`src/design/asrc_pkg.sv`:
```
// Purpose: Shared constants and types for the serial readout chain
// Assumes: 200 MHz system clock, six channels in three pairs
// Function
// - Select falling drives first result MSB
// - Sixteen-bit words MSB first, zero padded
// - First bit before first fall, shift on rises
// - Chain inputs feed lines A, B, C
// - Convert rising starts, read after busy low
// - Two lines chained: 96 clocks, 48 each
// - Two lines: A gets 1,2,5; B 3,4,6
// - Far end shifts zeros after own data
// - Split 16-clock frames keep chain running
// - Three lines chained: 64 clocks, 32 each
// - Start low before busy ends powers pair down
// - Start high wakes pair; host waits power-up
// - Other pairs convert while one sleeps
// - Standby low sleeps device, high wakes
// - Output buffers work during standby
// - Busy rises on start, falls 3 us later
// - Line enables gate outputs A, B, C
`default_nettype none

package asrc_pkg;
   // Timing
   localparam int CLK_PERIOD_NS = 5;
   localparam int CONV_TIME_NS  = 3000;
   localparam int CONV_CYCLES   = CONV_TIME_NS / CLK_PERIOD_NS;  // Longest time, rounds down
   localparam int CONV_CNT_W    = 10;

   // Geometry
   localparam int WORD_BITS = 16;
   localparam int NUM_CH    = 6;
   localparam int NUM_PAIR  = 3;
   localparam int NUM_LINE  = 3;
   localparam int LINE_BITS = 96;

   // Register map (byte addresses)
   localparam int               ADR_W      = 4;
   localparam logic [ADR_W-1:0] ADR_CTRL   = 4'h0;
   localparam logic [ADR_W-1:0] ADR_STATUS = 4'h4;

   // Control fields
   localparam int         CTRL_SERIAL = 0;
   localparam int         CTRL_CHAIN  = 1;
   localparam int         CTRL_STANDBY_INPUT   = 2;
   localparam int         CTRL_LINE   = 4;
   localparam logic [7:0] CTRL_RESET  = 8'h75;

   // Status fields
   localparam int ST_BUSY  = 0;
   localparam int ST_PD    = 1;
   localparam int ST_FRESH = 4;
   localparam int ST_FRAME = 5;

   typedef enum logic [0:0] {
      CV_IDLE = 1'b0,
      CV_RUN  = 1'b1
   } asrc_conv_state_t;
endpackage : asrc_pkg

`default_nettype wire

```
`src/design/asrc_conv_if.sv`:
```
// Purpose: Carries pair start events and conversion status
// Assumes: Both ends on the system clock
// Notes:   Rise and level come from synchronised pins
`default_nettype none

interface asrc_conv_if;
   logic [2:0] start_rise;
   logic [2:0] start_level;
   logic       awake;
   logic       busy;
   logic       done;
   logic [2:0] active;
   logic [2:0] pd;

   modport ctl  (input start_rise, start_level, awake, output busy, done, active, pd);
   modport user (output start_rise, start_level, awake, input busy, done, active, pd);
endinterface : asrc_conv_if

`default_nettype wire

```
`src/design/asrc_sync.sv`:
```
// Purpose: Two-flop synchroniser with edge detection
// Assumes: Inputs are asynchronous pins
// Notes:   Edges are taken from the second and third flops only
`default_nettype none

module asrc_sync
   import asrc_pkg::*;
#(
   parameter int           W         = 8,
   parameter logic [W-1:0] RST_VALUE = '0
)
(
   // Clock and reset
   input  wire logic         clock,
   input  wire logic         rst,
   // Pins and results
   input  wire logic [W-1:0] raw,
   output logic      [W-1:0] level,
   output logic      [W-1:0] rise,
   output logic      [W-1:0] fall
);
   typedef struct packed {
      logic [W-1:0] s1;
      logic [W-1:0] s2;
      logic [W-1:0] s3;
   } asrc_sync_st_t;

   asrc_sync_st_t q, d;

   // Shift chain; first stage feeds only the second
   always_comb
   begin
      d    = q;
      d.s1 = raw;
      d.s2 = q.s1;
      d.s3 = q.s2;
   end

   always_ff @(posedge clock or posedge rst)
   begin
      if (rst)
         q <= '{s1: RST_VALUE, s2: RST_VALUE, s3: RST_VALUE};
      else
         q <= d;
   end

   assign level = q.s2;
   assign rise  = q.s2 & ~q.s3;
   assign fall  = ~q.s2 & q.s3;
endmodule : asrc_sync

`default_nettype wire

```
`src/design/asrc_conv.sv`:
```
// Purpose: Conversion timer and per-pair power-down
// Assumes: Start edges already synchronised
// Notes:   Starts arriving during a conversion start nothing, but before its last cycle still wake sleeping pairs
`default_nettype none

module asrc_conv
   import asrc_pkg::*;
(
   // Clock and reset
   input  wire logic clock,
   input  wire logic rst,
   // Pair control
   asrc_conv_if.ctl  cv
);
   typedef struct packed {
      asrc_conv_state_t        st;
      logic [CONV_CNT_W-1:0]   cnt;
      logic                    busy;
      logic                    done;
      logic [NUM_PAIR-1:0]     active;
      logic [NUM_PAIR-1:0]     pd;
   } asrc_conv_st_t;

   asrc_conv_st_t q, d;

   always_comb
   begin
      d      = q;
      d.done = 1'b0;
      // A sleeping pair only wakes on its start edge, it does not convert
      d.pd   = q.pd & ~cv.start_rise;
      case (q.st)
         CV_IDLE:
         begin
            // Awake pairs convert; sleeping ones stay out of it
            if (cv.awake && |(cv.start_rise & ~q.pd))
            begin
               d.st     = CV_RUN;
               d.busy   = 1'b1;
               d.cnt    = '0;
               d.active = cv.start_rise & ~q.pd;
            end
         end
         CV_RUN:
         begin
            d.cnt = q.cnt + 1'b1;
            if (q.cnt == CONV_CNT_W'(CONV_CYCLES - 1))
            begin
               d.st   = CV_IDLE;
               d.busy = 1'b0;
               d.done = 1'b1;
               d.pd   = q.pd | (q.active & ~cv.start_level);
            end
         end
         default:
            d.st = CV_IDLE;
      endcase
   end

   always_ff @(posedge clock or posedge rst)
   begin
      if (rst)
         q <= '{st: CV_IDLE, default: '0};
      else
         q <= d;
   end

   assign cv.busy   = q.busy;
   assign cv.done   = q.done;
   assign cv.active = q.active;
   assign cv.pd     = q.pd;
endmodule : asrc_conv

`default_nettype wire

```
`src/design/asrc_top.sv`:
```
// Purpose: Serial result readout with daisy chain and power control
// Assumes: Select, serial clock, chain and start pins are asynchronous
// Notes:   Serial clock is oversampled by the system clock
`default_nettype none

module asrc_top
   import asrc_pkg::*;
#(
   parameter int RES_BITS = 16
)
(
   // Clock and reset
   input  wire logic                               clock,
   input  wire logic                               rst,
   // Wishbone slave
   input  wire logic                               wb_cyc_i,
   input  wire logic                               wb_stb_i,
   input  wire logic                               wb_we_i,
   input  wire logic [ADR_W-1:0]                   wb_adr_i,
   input  wire logic [3:0]                         wb_sel_i,
   input  wire logic [31:0]                        wb_dat_i,
   output logic      [31:0]                        wb_dat_o,
   output logic                                    wb_ack_o,
   // Serial port
   input  wire logic                               cs_n,
   input  wire logic                               sclk,
   output logic      [NUM_LINE-1:0]                dout,
   output logic      [NUM_LINE-1:0]                dout_oe,
   input  wire logic [NUM_LINE-1:0]                chain_input,
   // Conversion control
   input  wire logic [NUM_PAIR-1:0]                pair_convert_start,
   output logic                                    busy,
   // Converter cores
   input  wire logic [NUM_CH-1:0][RES_BITS-1:0]    core_result
);
   typedef struct packed {
      logic [7:0]                             ctrl;
      logic                                   ack;
      logic [31:0]                            rdat;
      logic [NUM_CH-1:0][WORD_BITS-1:0]       bank;
      logic                                   fresh;
      logic                                   in_frame;
      logic                                   seen_fall;
      logic [NUM_LINE-1:0]                    chain_bit;
      logic [NUM_LINE-1:0][LINE_BITS-1:0]     shreg;
      logic [NUM_LINE-1:0]                    dout;
      logic [NUM_LINE-1:0]                    oe;
   } asrc_top_st_t;

   asrc_top_st_t q, d;

   // Number of lines in use from the enable field
   function automatic logic [1:0] asrc_lines(input logic [2:0] en);
      if (en[2])
         return 2'd3;
      else if (en[1])
         return 2'd2;
      else
         return 2'd1;
   endfunction

   // Own words of one line, first word highest, right-justified
   function automatic logic [LINE_BITS-1:0] asrc_load(
      input logic [1:0]                       lc,
      input int                               line,
      input logic [NUM_CH-1:0][WORD_BITS-1:0] b
   );
      logic [LINE_BITS-1:0] r;
      r = '0;
      case (lc)
         2'd1:
            if (line == 0)
               r = {b[0], b[1], b[2], b[3], b[4], b[5]};
         2'd2:
            if (line == 0)
               r = {48'h0, b[0], b[1], b[4]};
            else if (line == 1)
               r = {48'h0, b[2], b[3], b[5]};
         default:
            if (line == 0)
               r = {64'h0, b[0], b[1]};
            else if (line == 1)
               r = {64'h0, b[2], b[3]};
            else
               r = {64'h0, b[4], b[5]};
      endcase
      return r;
   endfunction

   // Bit on the pin: top of the line's own data length
   function automatic logic asrc_top_bit(input logic [1:0] lc, input logic [LINE_BITS-1:0] v);
      if (lc == 2'd1)
         return v[95];
      else if (lc == 2'd2)
         return v[47];
      else
         return v[31];
   endfunction

   // Pin synchronisers: bit0 select, bit1 clock, then chain and starts
   logic [7:0] pin_lvl;
   logic [7:0] pin_rise;
   logic [7:0] pin_fall;

   asrc_sync #(
      .W         (8),
      .RST_VALUE (8'h03)
   ) u_sync (
      .clock (clock),
      .rst   (rst),
      .raw   ({pair_convert_start, chain_input, sclk, cs_n}),
      .level (pin_lvl),
      .rise  (pin_rise),
      .fall  (pin_fall)
   );

   // Conversion timing and pair power state
   asrc_conv_if cvi ();

   asrc_conv u_conv (
      .clock (clock),
      .rst   (rst),
      .cv    (cvi.ctl)
   );

   assign cvi.start_rise  = pin_rise[7:5];
   assign cvi.start_level = pin_lvl[7:5];
   assign cvi.awake       = q.ctrl[CTRL_STANDBY_INPUT];

   logic       serial_mode;
   logic       chain_on;
   logic [2:0] line_en;
   logic [1:0] lc;

   // Decoded controls
   assign serial_mode = q.ctrl[CTRL_SERIAL];
   assign chain_on    = q.ctrl[CTRL_CHAIN] & serial_mode;
   assign line_en     = q.ctrl[CTRL_LINE +: 3];
   assign lc          = asrc_lines(line_en);

   always_comb
   begin
      d     = q;
      // Bus: answer one cycle after the request, write on the ack edge
      d.ack = wb_cyc_i & wb_stb_i & ~q.ack;
      if (wb_cyc_i && wb_stb_i && !q.ack)
      begin
         if (wb_adr_i == ADR_CTRL)
            d.rdat = {24'h0, q.ctrl};
         else if (wb_adr_i == ADR_STATUS)
            d.rdat = {26'h0, q.in_frame, q.fresh, cvi.pd, cvi.busy};
         else
            d.rdat = 32'h0;
      end
      if (wb_cyc_i && wb_stb_i && q.ack && wb_we_i && wb_sel_i[0] && wb_adr_i == ADR_CTRL)
         d.ctrl = wb_dat_i[7:0];

      // Select falling opens a frame; new results load only once
      if (pin_fall[0] && serial_mode)
      begin
         d.in_frame  = 1'b1;
         d.seen_fall = 1'b0;
         if (q.fresh)
         begin
            d.fresh = 1'b0;
            for (int l = 0; l < NUM_LINE; l++)
               d.shreg[l] = asrc_load(lc, l, q.bank);
         end
      end
      if (pin_rise[0])
         d.in_frame = 1'b0;

      // Host samples on falls; chain bit is caught there too
      if (q.in_frame && pin_fall[1])
      begin
         d.seen_fall = 1'b1;
         d.chain_bit = pin_lvl[4:2];
      end
      // Shift on rises after the first fall; keeps going across frames
      if (q.in_frame && q.seen_fall && pin_rise[1])
      begin
         for (int l = 0; l < NUM_LINE; l++)
            d.shreg[l] = {q.shreg[l][LINE_BITS-2:0],
                          chain_on & q.chain_bit[l]};
      end

      // Conversion end stores results; set wins over the frame's clear
      if (cvi.done)
      begin
         for (int c = 0; c < NUM_CH; c++)
            if (cvi.active[c/2])
               d.bank[c] = WORD_BITS'(core_result[c]);
         d.fresh = 1'b1;
      end

      // Pins follow standby-independent buffers
      for (int l = 0; l < NUM_LINE; l++)
      begin
         d.dout[l] = asrc_top_bit(lc, d.shreg[l]);
         d.oe[l]   = d.in_frame & line_en[l] & serial_mode;
      end
   end

   always_ff @(posedge clock or posedge rst)
   begin
      if (rst)
         q <= '{ctrl: CTRL_RESET, default: '0};
      else
         q <= d;
   end

   // Outputs straight from flops
   assign wb_dat_o = q.rdat;
   assign wb_ack_o = q.ack;
   assign dout     = q.dout;
   assign dout_oe  = q.oe;
   assign busy     = cvi.busy;
endmodule : asrc_top

`default_nettype wire

```
`config.mk`:
```
export PLATFORM = sky130hd
export DESIGN_NAME = asrc_top
export DESIGN_NICKNAME = d
export VERILOG_FILES = /design/src/design/asrc_pkg.sv /design/src/design/asrc_conv_if.sv /design/src/design/asrc_sync.sv /design/src/design/asrc_conv.sv /design/src/design/asrc_top.sv
export SDC_FILE = /design/constraint.sdc
export NUM_CORES = 1
export LEC_CHECK = 0
export ABC_CLOCK_PERIOD_IN_PS = 37300
export BUFFER_PORTS_ARGS = -buffer_cell sky130_fd_sc_hd__buf_4
export CAP_MARGIN = 40
export CORE_MARGIN = 4
export CORE_UTILIZATION = 55
export DETAILED_ROUTE_END_ITERATION = 16
export GPL_ROUTABILITY_DRIVEN = 0
export PLACE_DENSITY = 0.75
export SLEW_MARGIN = 20
export SYNTH_ARGS = -nofsm -noshare
export SYNTH_HDL_FRONTEND = slang
export SYNTH_SLANG_ARGS = --single-unit
```
`constraint.sdc`:
```
create_clock -name clock -period 37.3 [get_ports clock]
set_clock_uncertainty 0.1 [all_clocks]
set_input_delay 3.73 -clock clock [delete_from_list [all_inputs] [get_ports clock]]
set_output_delay 3.73 -clock clock [all_outputs]
set_load 0.02 [all_outputs]
```
# [Yosys cells after proc, flatten, opt, wreduce, memory -nomap -nowiden]
# Index checks and enable logic that the tools add are counted.
[totals] ff_bits=480 latch_bits=0 ramBits=0 rom_bits=0 input_bits=149 output_inout_bits=40 wordCells=114 mem_count=0
[classes] add_sub_neg=1 mul=0 div_mod_pow=0 magnitude_cmp=0 eq_ne=6 shift=0 muxes=27 n_bitwise=25 n_reduce_logical=25
[ops] op="2-to-1 mux 288 bit" count=3
[ops] op="case mux 96 bit (2 select lines)" count=1
[ops] op="case mux 48 bit (2 select lines)" count=1
[ops] op="2-to-1 mux 32 bit" count=1
[ops] op="case mux 12 bit (2 select lines)" count=1
[ops] op="bitwise AND 1 bit" count=12
[ops] op="2-to-1 mux 12 bit" count=1
[ops] op="AND reduction 2 bit" count=6
[ops] op="logical AND 1 bit" count=11
[ops] op="adder 10 x 1 -> 10 bit (second input constant)" count=1
[ops] op="equality test 10 bit (second input constant)" count=1
[ops] op="2-to-1 mux 1 bit" count=10
[ops] op="bitwise AND 3 bit" count=3
[ops] op="2-to-1 mux 3 bit" count=3
[ops] op="NOT 3 bit" count=3
[ops] op="bitwise AND 8 bit" count=1
[ops] op="2-to-1 mux 8 bit" count=1
[ops] op="NOT 8 bit" count=1
[ops] op="nonzero test 2 bit" count=4
[ops] op="2-to-1 mux 2 bit" count=3
[ops] op="2-to-1 mux 6 bit" count=1
[ops] op="equality test 4 x 3 -> 1 bit (second input constant)" count=1
[ops] op="zero test 4 bit" count=1
[ops] op="2-to-1 mux 4 bit" count=1
[ops] op="11 further kinds" count=12

# [Logic depth before layout (Yosys ltp)]
[logic_depth] ltp_word=10 depth_mapped=7 ltp_nobuf=6

# [By module]
# A second synthesis with hierarchy kept.
[unflattened] cells_unflattened=1802 area_unflattened_um2=19872.8
[modules_own_cells] module="asrc_top" instances=1 cells_each=1665 area_per_inst_um2=18113.6 seq_area_each_um2=10341.2
[modules_own_cells] module="asrc_conv" instances=1 cells_each=88 area_per_inst_um2=947.2 seq_area_each_um2=475.5
[modules_own_cells] module="asrc_sync" instances=1 cells_each=49 area_per_inst_um2=812.0 seq_area_each_um2=608.1

# [Worst setup path before layout]
# Ideal clock, no wire load.
[synth_path] kind="in2reg" startpoint="input wb_adr_i[1]" endpoint="register q[430] in the netlist's numbering" setup_ns=0.125 arrival_time_ns=4.761 required_time_ns=37.075 slack_ns=32.315 cell_stages=3 path_buffers=0 cell_sequence="nor4_4 > nand4_2 > mux2_2"
[synth_between] elab_chain_len=2
[synth_lines] element="start, declared" line="asrc_top.sv:19" text="input wire logic [ADR_W-1:0] wb_adr_i,"
[synth_lines] element="zero test 4 bit" line="asrc_top.sv:155" text="if (wb_cyc_i && wb_stb_i && q.ack && wb_we_i && wb_sel_i[0] && wb_adr_i == ADR_CTRL)"
[synth_lines] element="logical AND 1 bit" line="asrc_top.sv:155"
[synth_lines] element="end signal, assigned" line="asrc_top.sv:207" text="q <= '{ctrl: CTRL_RESET, default: '0};"
[synth_lines] element="end signal, assigned" line="asrc_top.sv:209" text="q <= d;"
[synth_lines] element="end, declared" line="asrc_top.sv:50" text="asrc_top_st_t q, d;"
# No other way between the ends.
# A chain may end at the register's enable or synchronous reset.

# [Worst setup path in the final report]
[layout_path] startpoint="register q (netlist bit wb_dat_o[1])" endpoint="output wb_dat_o[1]"
[layout_rtl] element="end, declared" line="asrc_top.sv:22" text="output logic [31:0] wb_dat_o,"
# No word-level cell between the ends.

==> results.md <==
* Die area at 38700 um2
* Worst path max stage delay at 410 ps
* EDFF count, synth at 0
* Worst Setup SP: wb_dat_o[1]
* Max Root-Sink Buffers at 3
* Max Slew Vio Count at 0
* CP Capture Type: output pin
* Cts bufs inserted at 46
* Highest-count cells in the layout ignoring fill and taps: dfrtp_1 (442), nand2_1 (252), buf_4 (153), nor2_1 (149), a31oi_1 (128)
* First-pass GRT wire length at 73.6 mm
* Tcrit/Tclk final at 0.134
* Overflow after GRT at 0
* Most used DFF post-synth: dfrtp_1
* Worst skew pair latency at 580 ps
* Crit-path slowest cell: dfrtp_1
* Clock power frac at 0.459
* Pleak at 10.4 nW
* Mean post-synth cell area at approximately 11 um2
* Relative max-transition margin at 0.375
* # rows at 68
* Via density at 6.11
* Area after DPL at slightly above 20000 um2
* Worst hold start: u_sync.d[11]
* Nature of the critical path startpoint: flop
* Starting DRT DRC Count at 1494
* Total wire length at between 40 and 50 mm
* Antenna violations before repair at 0
* Post-Syn Area at 19600 um2
* P_int at ~0.82 mW
* H-tree level count at 2
* Ant diodes at 0
* GRT Resource Usage Total at 0.232
* Die Wd at 197 um
* Critical Path RT at around 33000 ps
* Most common cell after layout, fill and taps aside: dfrtp_1
* R2r startpoint: u_sync.q[1]
* Die height at 197 um
* Via count at 14383
* Fin area at 22300 um2
* DRC at 0
* Worst Max-Slew Pin Slew at 938 ps
* HPWL Detailed at about 29 mm
* Highest clock rate at between 200 and 250 MHz
* Worst reg2reg path endpoint: dout[0]
* Cells after Synth at 1814
* Port bufs at ~140
* NetSw at between 0.2 and 0.25 mW
* Pre-CTS setup slack at ~32000 ps
* WS Path Type: reg2out
* Crit-path max FO at 2
* Yosys cell types at 46
* VDD IR-drop max at 0.0434 mV
* Vias in the first global route at around 14000
* Delay-heaviest family, CP: flip-flops
* WL/cell at 19.5 um
* CTS tree: yes
* Synth Register Bits at around 450
* Setup ws final at between 30000 and 40000 ps
* RSZ-0062 raised after global routing: no
* Layout cell share with drive strength beyond 1 at 0.196
* ANT nets after route at 0
* Reg2Reg Depth at 8
* Post-CTS sizing at 0
* Gate power share at 0.044
* Final net count at 2014
* Max-cap check violation count at 0
* Clock Sinks at 453
* Initial Util at 0.562
* CP Buf/Inv Count at 1
* Setup bufs post-CTS at 0
* CP cell instances: buf_4
* Hold depth at 0
* IO Pins at 189
* Register share of total power at 0.496
* Status: finished clean
* 1st-pass router iterations at 6
* Area of the core at 34900 um2
* Final setup viols at 0
* Hold_buf cts at 0
* Async S/R FF share, synth at 1.00
* Switching Share at 0.221
* Reg-to-reg slack, setup at 33630 ps
* P per Cell Area at 47.1 nW/um2
* CP arrival at about 1200 ps
* Tmin final at about 5000 ps
* Sequential area share after synthesis at 0.579
* # fillers at about 2700
* Fin Setup TNS at 0 ps
* Largest net degree at the start of global routing at roughly 170
* Clk pin slew, worst setup/hold paths at roughly 60 ps
* Synth Warn # at 0
* Hold endpoint: u_sync.level[3]
* Syn-to-layout area delta at 13.9%
* Hold Crit Class: reg2reg
* Root Buffer: clkbuf_16
* Hold Vio Cnt, Final at 0
synth_stat cells, drive strengths merged (7+ instances only):
master / number / share of area
a22oi: 7 / 0.0027
a221o: 28 / 0.014
dfrtp: 442 / 0.56
nor3: 17 / 0.0043
a22o: 112 / 0.050
a21oi: 57 / 0.015
nand3: 121 / 0.031
and3: 8 / 0.0028
clkbuf: 66 / 0.013
nand2: 252 / 0.048
a31oi: 128 / 0.041
buf: 122 / 0.041
mux2i: 49 / 0.025
nor2: 151 / 0.029
inv: 11 / 0.0021
mux2: 112 / 0.064
o21ai: 79 / 0.021
dfstp: 11 / 0.015
per-layer routing:
metal / vias up / track usage / wire length, um
met3: 106 / 0.0456 / 3210
met2: 521 / 0.353 / 21000
met4: 0 / 0.0822 / 1660
met1: 7247 / 0.337 / 20000
met5: - / 0 / 0
li1: 6509 / - / -
area by class of cell:
cell class	instances	area, um2	area share
Sequential cell	453	11400	0.509
Clock inverter	15	279	0.0125
Clock buffer	68	1310	0.0588
Tap cell	455	569	0.0255
Inverter	11	48.8	0.00219
Multi-Input combinational cell	1185	7280	0.326
Timing Repair Buffer	167	1480	0.0663
through the flow:
step	util	cells	hold WS [ps]	power [mW]
2_1_floorplan	-	1837	231	0.552
3_3_place_gp	0.586	2258	234	0.574
3_5_place_dp	0.594	2270	235	0.577
4_1_cts	0.640	2353	244	1.06
5_1_grt	0.640	2354	253	1.09
6_report	0.640	2354	246	1.05
power groups by stage:
stage                     Combinational (mW)  Clock, mW  Sequential [mW]
after floorplan                       0.0310          0            0.521
after global placement                0.0440          0            0.530
after detailed placement              0.0473          0            0.530
after CTS                             0.0475      0.492            0.521
after global routing                  0.0524      0.512            0.522
final                                 0.0467      0.482            0.521
logic make-up (layout without fill, tap and decap cells):
logic type,after synthesis,count (layout),share of synthesized area
AND/OR/NAND/NOR,571,571,0.125
buffers and inverters,199,261,0.0555
XOR/XNOR,2,2,0.000894
other,1,24,0.000191
adder cells (fa/ha/maj),1,1,0.000638
multiplexers,161,161,0.0893
flip-flops,453,453,0.579
AO/OA/AOI/OAI,426,426,0.149
state kept, by name (all words and copies together) (netlist names):
signal            count
q                   394
u_conv.q             11
u_sync.d              8
u_sync.level          8
wb_dat_o              8
u_sync.q              5
dout                  3
dout_oe               3
line_en               3
u_conv.cv.active      3
u_conv.cv.pd          3
cvi.awake             1
u_conv.cv.busy        1
u_conv.cv.done        1
wb_ack_o              1
worst max-delay path by stage:
| stage | endpoint | slack (ps) | cells after the start |
|---|---|---|---|
| floorplan | dout[0] | 20860 | 1 |
| global placement | q[255] | 31610 | 3 |
| detailed placement | wb_dat_o[7] | 31850 | 4 |
| CTS | wb_dat_o[1] | 32290 | 1 |
| global route | q[6] | 32230 | 4 |
| finish | wb_dat_o[1] | 32310 | 1 |
Note: power is estimated with default switching activity, not from simulation.
